<file path="src/verilog/lstw_defines.vh">
// Constants for the list step trigger and wait timing block
`ifndef LSTW_DEFINES_VH
`define LSTW_DEFINES_VH

// ****************************************************
// Register byte offsets
// ****************************************************
`define LSTW_REG_CTRL 8'h00
`define LSTW_REG_SAMP 8'h04
`define LSTW_REG_PULSE 8'h08
`define LSTW_REG_WAIT 8'h0c
`define LSTW_REG_STEP 8'h10
`define LSTW_REG_STAT 8'h14
`define LSTW_REG_ERR 8'h18

// ****************************************************
// Field positions and step codes
// ****************************************************
`define LSTW_CTRL_CLEAR 0
`define LSTW_PULSE_POL 31
`define LSTW_STEP_HIGH 2'h1
`define LSTW_STEP_LOW 2'h2
`define LSTW_STEP_PULSE 2'h3

// ****************************************************
// Error codes, magnitude only
// ****************************************************
`define LSTW_ERR_CMD 8'h64
`define LSTW_ERR_CONFLICT 8'hdd

// ****************************************************
// Timing in microseconds, clock rate in MHz
// ****************************************************
`define LSTW_CLK_MHZ 10
`define LSTW_TIME_MIN_US 250
`define LSTW_TIME_MAX_US 34000
`define LSTW_FILTER_US 400
`define LSTW_FILTER_CYC (`LSTW_FILTER_US * `LSTW_CLK_MHZ)

// Durations are stored as cycle counts
`define LSTW_CYC_MIN (`LSTW_TIME_MIN_US * `LSTW_CLK_MHZ)
`define LSTW_CYC_MAX (`LSTW_TIME_MAX_US * `LSTW_CLK_MHZ)

`endif

</file>
<file path="src/verilog/lstw_top.v">
// List step trigger and wait timing engine with AXI4-Lite registers
// Overview of operation
// - Sample duration accepted only within range
// - Second sample setting posts error 100
// - Sample query without setting posts error
// - Trigger setup stores width and polarity
// - Flag transistor acts as trigger until clear
// - Polarity selects conduct or off during pulse
// - Width query without setting posts error
// - Wait timeout accepted within range
// - Zero timeout means wait forever
// - Timeout query returns value or zero
// - Wait high ends on high or timeout
// - Wait low ends only on low
// - Trigger step emits one configured pulse
// - High then low steps follow external edge
// - Input stable 0.4 ms before use
// - Pulse step without width posts 221
//
// Added by the designer: the address map and the AXI4-Lite interface to the registers.
`timescale 1ns/100ps
`include "lstw_defines.vh"

module lstw_top #(
	parameter FILTER_CYC = `LSTW_FILTER_CYC,
	parameter CYC_MIN = `LSTW_CYC_MIN,
	parameter CYC_MAX = `LSTW_CYC_MAX
) (
	input wire clk_sys,
	input wire rstn,
	input wire [7:0] s_axi_awaddr,
	input wire s_axi_awvalid,
	output reg s_axi_awready,
	input wire [31:0] s_axi_wdata,
	input wire [3:0] s_axi_wstrb,
	input wire s_axi_wvalid,
	output reg s_axi_wready,
	output reg [1:0] s_axi_bresp,
	output reg s_axi_bvalid,
	input wire s_axi_bready,
	input wire [7:0] s_axi_araddr,
	input wire s_axi_arvalid,
	output reg s_axi_arready,
	output reg [31:0] s_axi_rdata,
	output reg [1:0] s_axi_rresp,
	output reg s_axi_rvalid,
	input wire s_axi_rready,
	input wire trigger_in,
	input wire output_off_flag,
	output reg flag_transistor_on,
	output reg step_done
);

	localparam ST_IDLE = 2'h0;
	localparam ST_HIGH = 2'h1;
	localparam ST_LOW = 2'h2;
	localparam ST_PULSE = 2'h3;

	// ****************************************************
	// Stored settings
	// ****************************************************
	reg [19:0] samp_cyc;
	reg samp_set;
	reg [19:0] pulse_cyc;
	reg pulse_set;
	reg pulse_pol;
	reg trig_mode;
	reg [19:0] wait_cyc;
	reg [7:0] err_code;
	reg err_valid;

	// ****************************************************
	// Input filter and step engine
	// ****************************************************
	reg trig_last;
	reg [15:0] filt_cnt;
	reg trig_stable;
	reg [1:0] state;
	reg [19:0] step_cnt;
	reg pulse_active;
	reg step_start;
	reg [1:0] step_kind;

	// ****************************************************
	// Bus handshake
	// ****************************************************
	reg [7:0] aw_addr;
	reg aw_held;
	reg [31:0] w_data;
	reg [3:0] w_strb;
	reg w_held;
	wire do_write = aw_held && w_held && !s_axi_bvalid;
	wire [19:0] wr_val = w_data[19:0];
	wire in_range = (wr_val >= CYC_MIN[19:0]) && (wr_val <= CYC_MAX[19:0]);
	wire full_word = (w_strb == 4'hf);

	always @(posedge clk_sys or negedge rstn) begin
		if (!rstn) begin
			s_axi_awready <= 1'b0;
			s_axi_wready <= 1'b0;
			aw_held <= 1'b0;
			w_held <= 1'b0;
			aw_addr <= 8'h00;
			w_data <= 32'h00000000;
			w_strb <= 4'h0;
			s_axi_bvalid <= 1'b0;
			s_axi_bresp <= 2'h0;
		end else begin
			s_axi_awready <= !aw_held && !s_axi_awready && s_axi_awvalid;
			s_axi_wready <= !w_held && !s_axi_wready && s_axi_wvalid;
			if (s_axi_awvalid && s_axi_awready) begin
				aw_held <= 1'b1;
				aw_addr <= s_axi_awaddr;
			end
			if (s_axi_wvalid && s_axi_wready) begin
				w_held <= 1'b1;
				w_data <= s_axi_wdata;
				w_strb <= s_axi_wstrb;
			end
			if (do_write) begin
				aw_held <= 1'b0;
				w_held <= 1'b0;
				s_axi_bvalid <= 1'b1;
				case (aw_addr)
				`LSTW_REG_CTRL, `LSTW_REG_SAMP, `LSTW_REG_PULSE, `LSTW_REG_WAIT,
				`LSTW_REG_STEP, `LSTW_REG_ERR: s_axi_bresp <= 2'h0;
				default: s_axi_bresp <= 2'h2;
				endcase
			end else if (s_axi_bvalid && s_axi_bready) begin
				s_axi_bvalid <= 1'b0;
			end
		end
	end

	// Settings, command checks and error posting
	always @(posedge clk_sys or negedge rstn) begin
		if (!rstn) begin
			samp_cyc <= 20'h00000;
			samp_set <= 1'b0;
			pulse_cyc <= 20'h00000;
			pulse_set <= 1'b0;
			pulse_pol <= 1'b0;
			trig_mode <= 1'b0;
			wait_cyc <= 20'h00000;
			err_code <= 8'h00;
			err_valid <= 1'b0;
			step_start <= 1'b0;
			step_kind <= 2'h0;
		end else begin
			step_start <= 1'b0;
			if (do_write && full_word) begin
				case (aw_addr)
				`LSTW_REG_CTRL: begin
					if (w_data[`LSTW_CTRL_CLEAR]) begin
						trig_mode <= 1'b0;
						pulse_set <= 1'b0;
						wait_cyc <= 20'h00000;
					end
				end
				`LSTW_REG_SAMP: begin
					if (samp_set) begin
						err_code <= `LSTW_ERR_CMD;
						err_valid <= 1'b1;
					end else if (in_range) begin
						samp_cyc <= wr_val;
						samp_set <= 1'b1;
					end else begin
						err_code <= `LSTW_ERR_CMD;
						err_valid <= 1'b1;
					end
				end
				`LSTW_REG_PULSE: begin
					if (in_range) begin
						pulse_cyc <= wr_val;
						pulse_pol <= w_data[`LSTW_PULSE_POL];
						pulse_set <= 1'b1;
						trig_mode <= 1'b1;
					end else begin
						err_code <= `LSTW_ERR_CMD;
						err_valid <= 1'b1;
					end
				end
				`LSTW_REG_WAIT: begin
					if (in_range) begin
						wait_cyc <= wr_val;
					end else begin
						err_code <= `LSTW_ERR_CMD;
						err_valid <= 1'b1;
					end
				end
				`LSTW_REG_STEP: begin
					if (w_data[1:0] == `LSTW_STEP_PULSE && !pulse_set) begin
						err_code <= `LSTW_ERR_CONFLICT;
						err_valid <= 1'b1;
					end else if (w_data[1:0] != 2'h0 && state == ST_IDLE) begin
						step_start <= 1'b1;
						step_kind <= w_data[1:0];
					end
				end
				`LSTW_REG_ERR: begin
					err_valid <= 1'b0;
					err_code <= 8'h00;
				end
				default: begin
				end
				endcase
			end
			// A query of an unset duration posts an error; it wins over a clear
			if (s_axi_arvalid && s_axi_arready) begin
				if ((s_axi_araddr == `LSTW_REG_SAMP && !samp_set) ||
					(s_axi_araddr == `LSTW_REG_PULSE && !pulse_set)) begin
					err_code <= `LSTW_ERR_CMD;
					err_valid <= 1'b1;
				end
			end
		end
	end

	// ****************************************************
	// Trigger input noise filter
	// ****************************************************
	always @(posedge clk_sys or negedge rstn) begin
		if (!rstn) begin
			trig_last <= 1'b0;
			filt_cnt <= 16'h0000;
			trig_stable <= 1'b0;
		end else begin
			trig_last <= trigger_in;
			if (trigger_in != trig_last) begin
				filt_cnt <= 16'h0000;
			end else if (filt_cnt < FILTER_CYC[15:0] - 16'h0001) begin
				filt_cnt <= filt_cnt + 16'h0001;
			end else begin
				trig_stable <= trig_last;
			end
		end
	end

	// ****************************************************
	// Step engine
	// ****************************************************
	wire timed_out = (wait_cyc != 20'h00000) && (step_cnt >= wait_cyc - 20'h00001);

	always @(posedge clk_sys or negedge rstn) begin
		if (!rstn) begin
			state <= ST_IDLE;
			step_cnt <= 20'h00000;
			pulse_active <= 1'b0;
			step_done <= 1'b0;
		end else begin
			step_done <= 1'b0;
			case (state)
			ST_IDLE: begin
				if (step_start) begin
					state <= step_kind;
					step_cnt <= 20'h00000;
					pulse_active <= (step_kind == ST_PULSE);
				end
			end
			ST_HIGH: begin
				step_cnt <= step_cnt + 20'h00001;
				if (trig_stable || timed_out) begin
					state <= ST_IDLE;
					step_done <= 1'b1;
				end
			end
			ST_LOW: begin
				// High step before low step gives edge-paced advance
				if (!trig_stable) begin
					state <= ST_IDLE;
					step_done <= 1'b1;
				end
			end
			ST_PULSE: begin
				step_cnt <= step_cnt + 20'h00001;
				if (step_cnt >= pulse_cyc - 20'h00001) begin
					pulse_active <= 1'b0;
					state <= ST_IDLE;
					step_done <= 1'b1;
				end
			end
			default: state <= ST_IDLE;
			endcase
		end
	end

	// Normal duty shows the output-off flag; trigger duty shows the pulse
	always @(posedge clk_sys or negedge rstn) begin
		if (!rstn) begin
			flag_transistor_on <= 1'b0;
		end else if (trig_mode) begin
			flag_transistor_on <= pulse_active ? pulse_pol : !pulse_pol;
		end else begin
			flag_transistor_on <= output_off_flag;
		end
	end

	// ****************************************************
	// Read channel
	// ****************************************************
	always @(posedge clk_sys or negedge rstn) begin
		if (!rstn) begin
			s_axi_arready <= 1'b0;
			s_axi_rvalid <= 1'b0;
			s_axi_rdata <= 32'h00000000;
			s_axi_rresp <= 2'h0;
		end else begin
			s_axi_arready <= !s_axi_arready && !s_axi_rvalid && s_axi_arvalid;
			if (s_axi_arvalid && s_axi_arready) begin
				s_axi_rvalid <= 1'b1;
				s_axi_rresp <= 2'h0;
				case (s_axi_araddr)
				`LSTW_REG_CTRL: s_axi_rdata <= {31'h00000000, trig_mode};
				`LSTW_REG_SAMP: s_axi_rdata <= {12'h000, samp_cyc};
				`LSTW_REG_PULSE: s_axi_rdata <= {pulse_pol, 11'h000, pulse_cyc};
				`LSTW_REG_WAIT: s_axi_rdata <= {12'h000, wait_cyc};
				`LSTW_REG_STEP: s_axi_rdata <= {30'h00000000, state};
				`LSTW_REG_STAT: s_axi_rdata <= {26'h0000000, trig_stable, pulse_active,
					pulse_set, samp_set, flag_transistor_on, trig_mode};
				`LSTW_REG_ERR: s_axi_rdata <= {23'h000000, err_valid, err_code};
				default: begin
					s_axi_rdata <= 32'h00000000;
					s_axi_rresp <= 2'h2;
				end
				endcase
			end else if (s_axi_rvalid && s_axi_rready) begin
				s_axi_rvalid <= 1'b0;
			end
		end
	end

endmodule // lstw_top

</file>
<file path="config.mk">
export PLATFORM = sky130hd
export DESIGN_NAME = lstw_top
export DESIGN_NICKNAME = d
export VERILOG_FILES = /design/src/verilog/lstw_top.v
export VERILOG_INCLUDE_DIRS = /design/src /design/src/verilog
export SDC_FILE = /design/constraint.sdc
export NUM_CORES = 1
export LEC_CHECK = 0
export ABC_CLOCK_PERIOD_IN_PS = 2980
export BUFFER_PORTS_ARGS = -buffer_cell sky130_fd_sc_hd__buf_2
export CORE_ASPECT_RATIO = 1.4
export CORE_MARGIN = 2
export CORE_UTILIZATION = 54
export DETAILED_ROUTE_END_ITERATION = 10
export PLACE_DENSITY = 0.77
export SLEW_MARGIN = 20
export SYNTH_ARGS = -nofsm -noshare
export SYNTH_HDL_FRONTEND = slang
export SYNTH_SLANG_ARGS = --single-unit
</file>
<file path="constraint.sdc">
create_clock -name clk_sys -period 2.98 [get_ports clk_sys]
set_input_delay 0.149 -clock clk_sys [delete_from_list [all_inputs] [get_ports clk_sys]]
set_output_delay 0.149 -clock clk_sys [all_outputs]
set_load 0.005 [all_outputs]
</file>
==> results summary, run 1 <==
The count of inserted antenna diode cells came out at 0. For the worst-skew pair, the clock arrives at the later sink with an insertion delay of 0.44 ns. The count of warnings emitted by yosys is 0. Among all cell types in the netlist, the one instantiated most often is sky130_fd_sc_hd__dfrtp_1. By area, the combinational part of the netlist is dominated by simple AND/OR/NAND/NOR gates. The number of synthesized register bits is 181. Before CTS, the worst setup slack after placement is -0.315 ns.

The number of iterations in the first detailed-routing pass came out at 8. Counting distinct cell types in the post-synthesis netlist gives 60. The adder-cell share of the synthesized area came out at between 5 and 6%. Entering global routing, the biggest net connects between 80 and 90 pins. The number of antenna violations at the first check in global routing is 0. Counting tap cells, the placed design contains a total of roughly 1300 instances. The slew at the pin closest to its max-slew limit is about 1.0 ns. The first-iteration detailed-routing DRC count is approximately 810. The area used by multi-input combinational logic is just over 5000 um2.

The cell area that synthesis handed to floorplanning was about 9600 um2. Of the cells placed in the final design, the portion with a size suffix greater than 1 is 28.1%. The total via count in the routed design came out at 8319. The required time at the worst-slack endpoint came out at 3.30 ns.

The core region is 17400 um2. The number of flops mapped to enable cells by yosys came out at 0. The count of final hold-check violations is 0.

The aggregate routed wire length came out at about 28000 um. The post-route minimum period came out at 3.40 ns. The number of global-route vias before repair came out at 8484.

Summed over all instances, the cell type with the most area after synthesis is sky130_fd_sc_hd__dfrtp_1. The area of the die came out at 18900 um2. The weighted congestion reported at the end of routability-driven placement is around 0.90. The count of unresolved DRC violations after routing is 0. TritonCTS built the clock tree. The die boundary height is 162 um. The average wire per standard cell is 20.1 um.

The setup path with the least slack is of type flip-flop to flip-flop. The clock sink count came out at 181. The effective utilization at floorplan came out at a little under three fifths. Summing the sequential cell areas from Yosys gives between 40% and 50% of the chip area. The number of maximum-capacitance violations is 0. The synthesized-area fraction occupied by and/or/nand/nor cells came out at 17.0%.

The sum of negative setup slack is -0.964 ns. The share of synthesized flip-flops with an asynchronous set or reset came out at 100%. The total overflow left after global routing is 0. After floorplanning, the core was divided into 57 placement rows. The most common flop cell mapped by yosys is sky130_fd_sc_hd__dfrtp_1. Setup repair after global routing could not meet its margin everywhere. The floorplan step set the die width to ~120 um.

The net count reported at finish is 1240. The share of the synthesized netlist area taken by xor and xnor gates is 4.73%. The clock skew came out at 0.0104 ns. The minimum setup slack in the final design is -0.416 ns. The area share of the largest cell type after synthesis is 47.0%. The element type at the critical path end is a flip-flop. The largest buffer count on any clock path is 2. In this run, CTS created clock tree buffers numbering 17. The HPWL after detailed placement is 18400 um.

The number of nets still failing antenna checks after routing came out at 0. The number of buffers added on ports came out at 79. Data arrives at the worst endpoint at 3.71 ns. Setup violations remaining at the end of the flow were counted as 4. In this run the clock root is driven by a sky130_fd_sc_hd__clkbuf_16.

The synthesized netlist devotes 11.9% of its cell area to compound gates. The gate count after technology mapping is 940. The relative slew slack is between 30% and 40%. The number of vias per cell after detailed routing is 6.01. The portion of synthesized area spent on multiplexers is 10.1%. The final count of pins violating max slew is 0. The count of boundary I/O pins came out at 104. The final reports fail on negative setup slack. The global-route wire length before repair is ~43000 um.

Registers take 4530 um2. Ranked by total cell area, the synthesized netlist is headed by sky130_fd_sc_hd__dfrtp_1 47%, sky130_fd_sc_hd__mux2_2 8.7%, sky130_fd_sc_hd__ha_1 5.7%, sky130_fd_sc_hd__nand2_1 4.6%, sky130_fd_sc_hd__o21ai_0 3.5%. The biggest fanout along the worst timing path is 3.

The final standard cell count with taps included and fillers excluded is 1384. The synthesis-to-finish area growth is 25.9%. The analysis attributes to cell leakage a power of 5.89 nW. The power per cell area is ~540 nW/um2. The average instance in the mapped netlist occupies 10.2 um2. For this run, the total global-route usage over all layers was measured as 29.5%. The run finished, with violations left. After layout, the worst path uses 114% of the clock period. After filler insertion, the fill cell instance count of the layout stands at 1260. CTS built an H-tree with a depth of 4. The clock-pin slew on the worst setup and hold paths came out at approximately 0.070 ns. The min-delay analysis places its worst path in the category input pin to flip-flop. The worst setup path is launched from a flip-flop. The commonest cells after synthesis are 181 x sky130_fd_sc_hd__dfrtp_1, 119 x sky130_fd_sc_hd__nand2_1, 74 x sky130_fd_sc_hd__mux2_2, 67 x sky130_fd_sc_hd__o21ai_0, 58 x sky130_fd_sc_hd__nor2_1.

The maximum clock rate came out at just under 300 MHz. The worst voltage drop across the vdd grid came out at between 0.6 and 0.7 mV.
[kinds of logic after synthesis]
group	count (synthesis)
buffers and inverters	70
xor gates and xnor gates	52
and+or+nand+nor	329
adders and majority gates	44
other	1
muxes	88
DFF	181
AOI/OAI and AO/OA	175
[through the flow]
stage	instance area [um2]	power [mW]	hold WS, ns	util, %
6_report	12100	6.56	0.154	69.7
4_1_cts	11900	6.45	0.157	68.2
3_5_place_dp	10800	4.20	0.163	61.9
2_1_floorplan	9700	3.70	-0.147	-
5_1_grt	12100	6.80	0.180	69.7
3_3_place_gp	10800	4.16	0.158	61.9
[worst max-delay path: stages, from the launching register on]
cell                        delay [ns]
sky130_fd_sc_hd__dfrtp_1          0.39
sky130_fd_sc_hd__or4_4            0.53
sky130_fd_sc_hd__or4_4            0.45
sky130_fd_sc_hd__or3_4            0.38
sky130_fd_sc_hd__nor2_4           0.12
sky130_fd_sc_hd__xnor2_2          0.06
sky130_fd_sc_hd__ha_1             0.32
sky130_fd_sc_hd__a21o_1           0.18
sky130_fd_sc_hd__a21o_1           0.20
sky130_fd_sc_hd__a211oi_2         0.21
sky130_fd_sc_hd__o31ai_1          0.10
sky130_fd_sc_hd__o2bb2ai_1        0.24
sky130_fd_sc_hd__nor3_1           0.10
[final timing paths]
check                                      from  cells after the start        endpoint  slack [ns]
min in group asynchronous                  rstn                      2     filt_cnt[8]        0.24
worst max-delay path               wait_cyc[11]                     12       step_done       -0.42
worst max register to register     wait_cyc[11]                     12       step_done       -0.42
max in group asynchronous                  rstn                      3    step_cnt[16]        1.79
worst min register to register     s_axi_rvalid                      1   s_axi_arready        0.46
worst min-delay path            s_axi_araddr[6]                      4  s_axi_rdata[0]        0.15
[report_power, final]
group,total [mW],leakage [nW],internal (mW),switching [mW]
Sequential,3.12,2.42,2.74,0.388
Combinational,1.22,3.19,0.585,0.634
Clock,2.22,0.275,1.13,1.08
Total,6.56,5.89,4.45,2.11
[flip-flops by register name, summed over array words and instances (netlist names), 2 cells and up]
register / cells
samp_cyc: 20
step_kind: 2
w_data: 21
state: 2
w_strb: 4
wait_cyc: 20
err_code: 8
s_axi_rdata: 21
pulse_cyc: 20
filt_cnt: 16
aw_addr: 8
step_cnt: 20
[per-layer routing]
metal  global-route usage, %  vias to the layer above  share of wire [%]
met2                    51.2                      345                 52
met4                    15.8                        0                6.0
met1                    34.0                     4070                 37
met3                    5.26                      117                5.4
li1                        -                     3787                  -
met5                       0                        -                  0
[cells in the final DEF (no fill, tap or decap), drive strengths merged, types with 5 or more instances in the layout]
master	count
xor2	20
o21ai	67
a222oi	7
nor4	23
nor3	26
dfrtp	181
a21o	10
o31ai	7
a21oi	29
nor2b	6
nand3b	5
mux2i	13
buf	167
a22o	8
o211ai	5
conb	13
mux2	75
and3	9
or4	8
nand3	27
dlygate4sd3	41
or3	5
a211oi	6
xnor2	32
nand2	119
nor2	58
inv	30
nand2b	5
a221oi	5
nand4	24
ha	44
clkbuf	21
[what timing repair did]
| action | CTS | global route |
|---|---|---|
| endpoints found under the setup margin | 4 | 26 |
| pin swaps | 10 | 19 |
| hold endpoints to repair | 99 | 0 |
| resized for setup | 16 | 22 |
| hold buffers | 41 | 0 |
| cloned | 0 | 3 |
| setup buffers | 5 | 8 |
[final cells by class]
| class | count | area share (%) |
|---|---|---|
| inverters | 23 | 0.712 |
| multi-input cells | 701 | 41.5 |
| repair buffers | 211 | 13.2 |
| clock buffers | 18 | 3.62 |
| well taps | 236 | 2.44 |
| clock inverters | 14 | 1.14 |
| flip-flops and latches | 181 | 37.4 |
(Power assumes the default switching activity.)
==> inputs of run 2 (changes only) <==
--- a/config.mk
+++ b/config.mk
@@ -13,6 +13,7 @@
 export CORE_UTILIZATION = 54
 export DETAILED_ROUTE_END_ITERATION = 10
 export PLACE_DENSITY = 0.77
+export RECOVER_POWER = 25
 export SLEW_MARGIN = 20
 export SYNTH_ARGS = -nofsm -noshare
 export SYNTH_HDL_FRONTEND = slang
==> constraint.sdc (replaced) <==
create_clock -name clk_sys -period 2.98 [get_ports clk_sys]
set_input_delay 0.149 -clock clk_sys [delete_from_list [all_inputs] [get_ports clk_sys]]
set_output_delay 0.149 -clock clk_sys [all_outputs]
set_load 0.02 [all_outputs]
==> run 2 against run 1 <==
Against the previous run: non-clock buffer count is the same; combinational power is essentially flat; die area is the same; global-route usage unchanged; routed wire length about the same; the flow finishes with violations (max-capacitance violations, max-slew violations, negative setup slack); clock-buffer cell count did not move; sequential power barely moved; worst hold slack hardly changed; clock power barely moved; fmax grew 0.55%; worst setup slack improved by 0.018 ns; clock skew down 0.0013 ns.
==> results summary, run 2 (synthesis results as in run 1) <==
Outcome: finished, violations left (unchanged). Failing checks: max-capacitance violations, max-slew violations, negative setup slack (was negative setup slack). The area of the die is 18900 um2 (unchanged). The number of buffers inserted during clock tree synthesis came to 17 (unchanged). The worst voltage drop across the vdd grid came out at 0.607 mV (was 0.604 mV). The post-route minimum period was 3.38 ns (was 3.40 ns).

The number of vias per cell after detailed routing came out at 6.00 (was 6.01). The number of H-tree branching levels came to 4 (unchanged). Largest registers: s_axi_rdata (21), w_data (21) (unchanged). The biggest fanout along the worst timing path was 3 (unchanged). The type of the most critical hold path is input pin to flip-flop (unchanged).

The final count of pins violating max slew is 88 (was 0). Highest-count cells in the layout ignoring fill and taps: 181 x sky130_fd_sc_hd__dfrtp_1, 117 x sky130_fd_sc_hd__nand2_1, 82 x sky130_fd_sc_hd__buf_4, 74 x sky130_fd_sc_hd__mux2_2, 65 x sky130_fd_sc_hd__o21ai_0 (was 181 x sky130_fd_sc_hd__dfrtp_1, 117 x sky130_fd_sc_hd__nand2_1, 83 x sky130_fd_sc_hd__buf_4, 78 x sky130_fd_sc_hd__buf_2, 74 x sky130_fd_sc_hd__mux2_2). The required time at the worst-slack endpoint is 3.30 ns (about the same). The die boundary height came out at 162 um (unchanged). The post-route standard cell area excluding fillers came to 12100 um2 (about the same). The count of unresolved DRC violations after routing was 0 (unchanged). The global-route congestion overflow total is 0 (unchanged). The largest buffer count on any clock path is 2 (unchanged). The total via count in the routed design was 8306 (was 8319).

The type of the worst setup path is flip-flop to flip-flop (unchanged). The number of nets still failing antenna checks after routing is 0 (unchanged). The worst stage delay on the critical path came out at 0.53 ns (about the same). The net count reported at finish is 1240 (unchanged). Cells traversed along the worst timing path: or4_4 -> or4_4 -> or3_4 -> nor2_4 -> xnor2_2 -> ha_1 -> a21o_1 -> a21o_1 -> a211oi_2 -> o31ai_1 -> o2bb2ai_1 -> nor3_1 (unchanged). The slew at the pin closest to its max-slew limit is 1.57 ns (was 1.05 ns). The aggregate routed wire length is 27800 um (about the same). The count of final hold-check violations came out at 0 (unchanged). The maximum clock rate came out at 296 MHz (was 294 MHz).

The count of inserted antenna diode cells is 0 (unchanged). The cell area reported after detailed placement came out at 10800 um2 (unchanged). The clock root buffer was sky130_fd_sc_hd__clkbuf_16 (unchanged). The number of maximum-capacitance violations came out at 2 (was 0).

The number of iterations in the first detailed-routing pass came out at 6 (was 8). The clock sink count is 181 (unchanged). The TritonCTS clock tree is yes (unchanged). The clock-pin slew on the worst setup and hold paths is 0.07 ns (about the same). The number of antenna violations at the first check in global routing is 0 (unchanged). The relative slew slack is -4.49% (was 30.2%). The final number of setup-violating endpoints is 4 (unchanged). The number of buffers added on ports came out at 79 (unchanged). The share of post-route cells with drive strength above 1 is 25.3% (was 28.1%). The cell with the biggest individual delay on the critical path is sky130_fd_sc_hd__or4_4 (unchanged). The synthesis-to-finish area growth is 25.3% (was 25.9%). RSZ-0062 raised after global routing: true (unchanged). The element type at the critical path end is a flip-flop (unchanged). The final-layout fill cell count was 1279 (was 1260).

The first-iteration detailed-routing DRC count is 767 (was 807). The most common cell after layout, fill and taps aside is sky130_fd_sc_hd__dfrtp_1 (unchanged). The minimum setup slack in the final design is -0.397 ns (was -0.416 ns). The clock skew came to 0.00912 ns (was 0.0104 ns). The average wire per standard cell is 20.1 um (about the same). The weighted congestion reported at the end of routability-driven placement came out at 0.899 (unchanged). The effective utilization at floorplan is 55.3% (unchanged). The launching element type of the critical path is a flip-flop (unchanged). The worst hold slack came out at 0.155 ns (was 0.154 ns). The cell leakage power came out at 5.75 nW (was 5.89 nW). The HPWL after detailed placement is 18400 um (unchanged). The latest clock arrival within the worst-skew pair is 0.44 ns (about the same).

The share of the clock period used by the worst path is 113% (was 114%). The number of placement rows came out at 57 (unchanged). The overall routing resource usage is 29.5% (unchanged). The power per cell area is 546 nW/um2 (was 541 nW/um2).

The worst path arrival time came out at 3.70 ns (was 3.71 ns). The count of boundary I/O pins is 104 (unchanged). The number of global-route vias before repair is 8484 (unchanged).

The die width is 117 um (unchanged). The global-route wire length before repair came out at 43200 um (unchanged). The area of the core is 17400 um2 (unchanged). The maximum number of pins on one net before global-route repair came to 85 (unchanged).
## run 2: cell count changes in the layout (fill, tap and decap cells not counted)
cell,delta
sky130_fd_sc_hd__buf_12,-1
sky130_fd_sc_hd__clkbuf_4,+1
sky130_fd_sc_hd__buf_4,-1
sky130_fd_sc_hd__buf_6,-1
sky130_fd_sc_hd__clkbuf_2,+1
sky130_fd_sc_hd__buf_2,-31
sky130_fd_sc_hd__clkbuf_1,+32
## run 2: routing by layer
| layer | vias to the layer above | global-route usage [%] | wire, um |
|---|---|---|---|
| li1 | 3788 | - | - |
| met1 | 4082 | 34.0 | 10200 |
| met2 | 331 | 51.2 | 14600 |
| met3 | 105 | 5.26 | 1420 |
| met4 | 0 | 15.8 | 1540 |
| met5 | - | 0 | 0 |
## run 2: cell type report
type / instances / area [um2] / area share [%]
clock inverters: 14 / 138 / 1.14
well taps: 236 / 295 / 2.45
repair buffers: 211 / 1540 / 12.8
clock buffers: 18 / 439 / 3.64
inverters: 23 / 86.3 / 0.716
multi-input cells: 701 / 5030 / 41.7
flip-flops and latches: 181 / 4530 / 37.6
## run 2: critical path, delay by kind of cell (launching register included)
family | cells | cell delay, ns
simple gates | 5 | 1.56
flops | 1 | 0.38
compound gates | 5 | 0.93
fa+ha+maj | 1 | 0.32
xor+xnor | 1 | 0.06
## run 2: power breakdown
part	total (mW)	switching (mW)	leakage (nW)	internal, mW
clock network	2.22	1.09	0.275	1.13
logic	1.25	0.674	3.06	0.576
registers	3.12	0.385	2.42	2.74
total	6.59	2.15	5.75	4.44
## run 2: through the flow
| stage | total power [mW] | setup TNS (ns) | util [%] | worst slack [ns] | cells |
|---|---|---|---|---|---|
| 2_1_floorplan | 3.75 | -0.355 | - | -0.192 | 952 |
| 3_3_place_gp | 4.20 | -0.651 | 61.9 | -0.273 | 1295 |
| 3_5_place_dp | 4.25 | -0.953 | 61.9 | -0.315 | 1295 |
| 4_1_cts | 6.49 | -0.592 | 68.2 | -0.298 | 1373 |
| 5_1_grt | 6.83 | -11.83 | 69.3 | -0.513 | 1384 |
| 6_report | 6.59 | -0.931 | 69.3 | -0.397 | 1384 |
## run 2: timing repair
item                                    4_1_cts  5_1_grt
endpoints found under the hold margin        99        0
setup buffers                                 5        8
endpoints found under the setup margin        4       26
hold buffers                                 41        0
cloned                                        0        3
pin swaps                                    10       19
gates resized for setup                      16       22
## run 2: final timing paths
path	startpoint	slack [ns]	end	cells after the start
hold / removal	s_axi_araddr[6]	0.15	s_axi_rdata[0]	4
setup / recovery	wait_cyc[11]	-0.40	step_done	12
max in group asynchronous	rstn	0.34	samp_cyc[15]	3
setup reg to reg	wait_cyc[11]	-0.40	step_done	12
min in group asynchronous	rstn	0.63	filt_cnt[8]	2
hold reg to reg	s_axi_rvalid	0.46	s_axi_arready	1
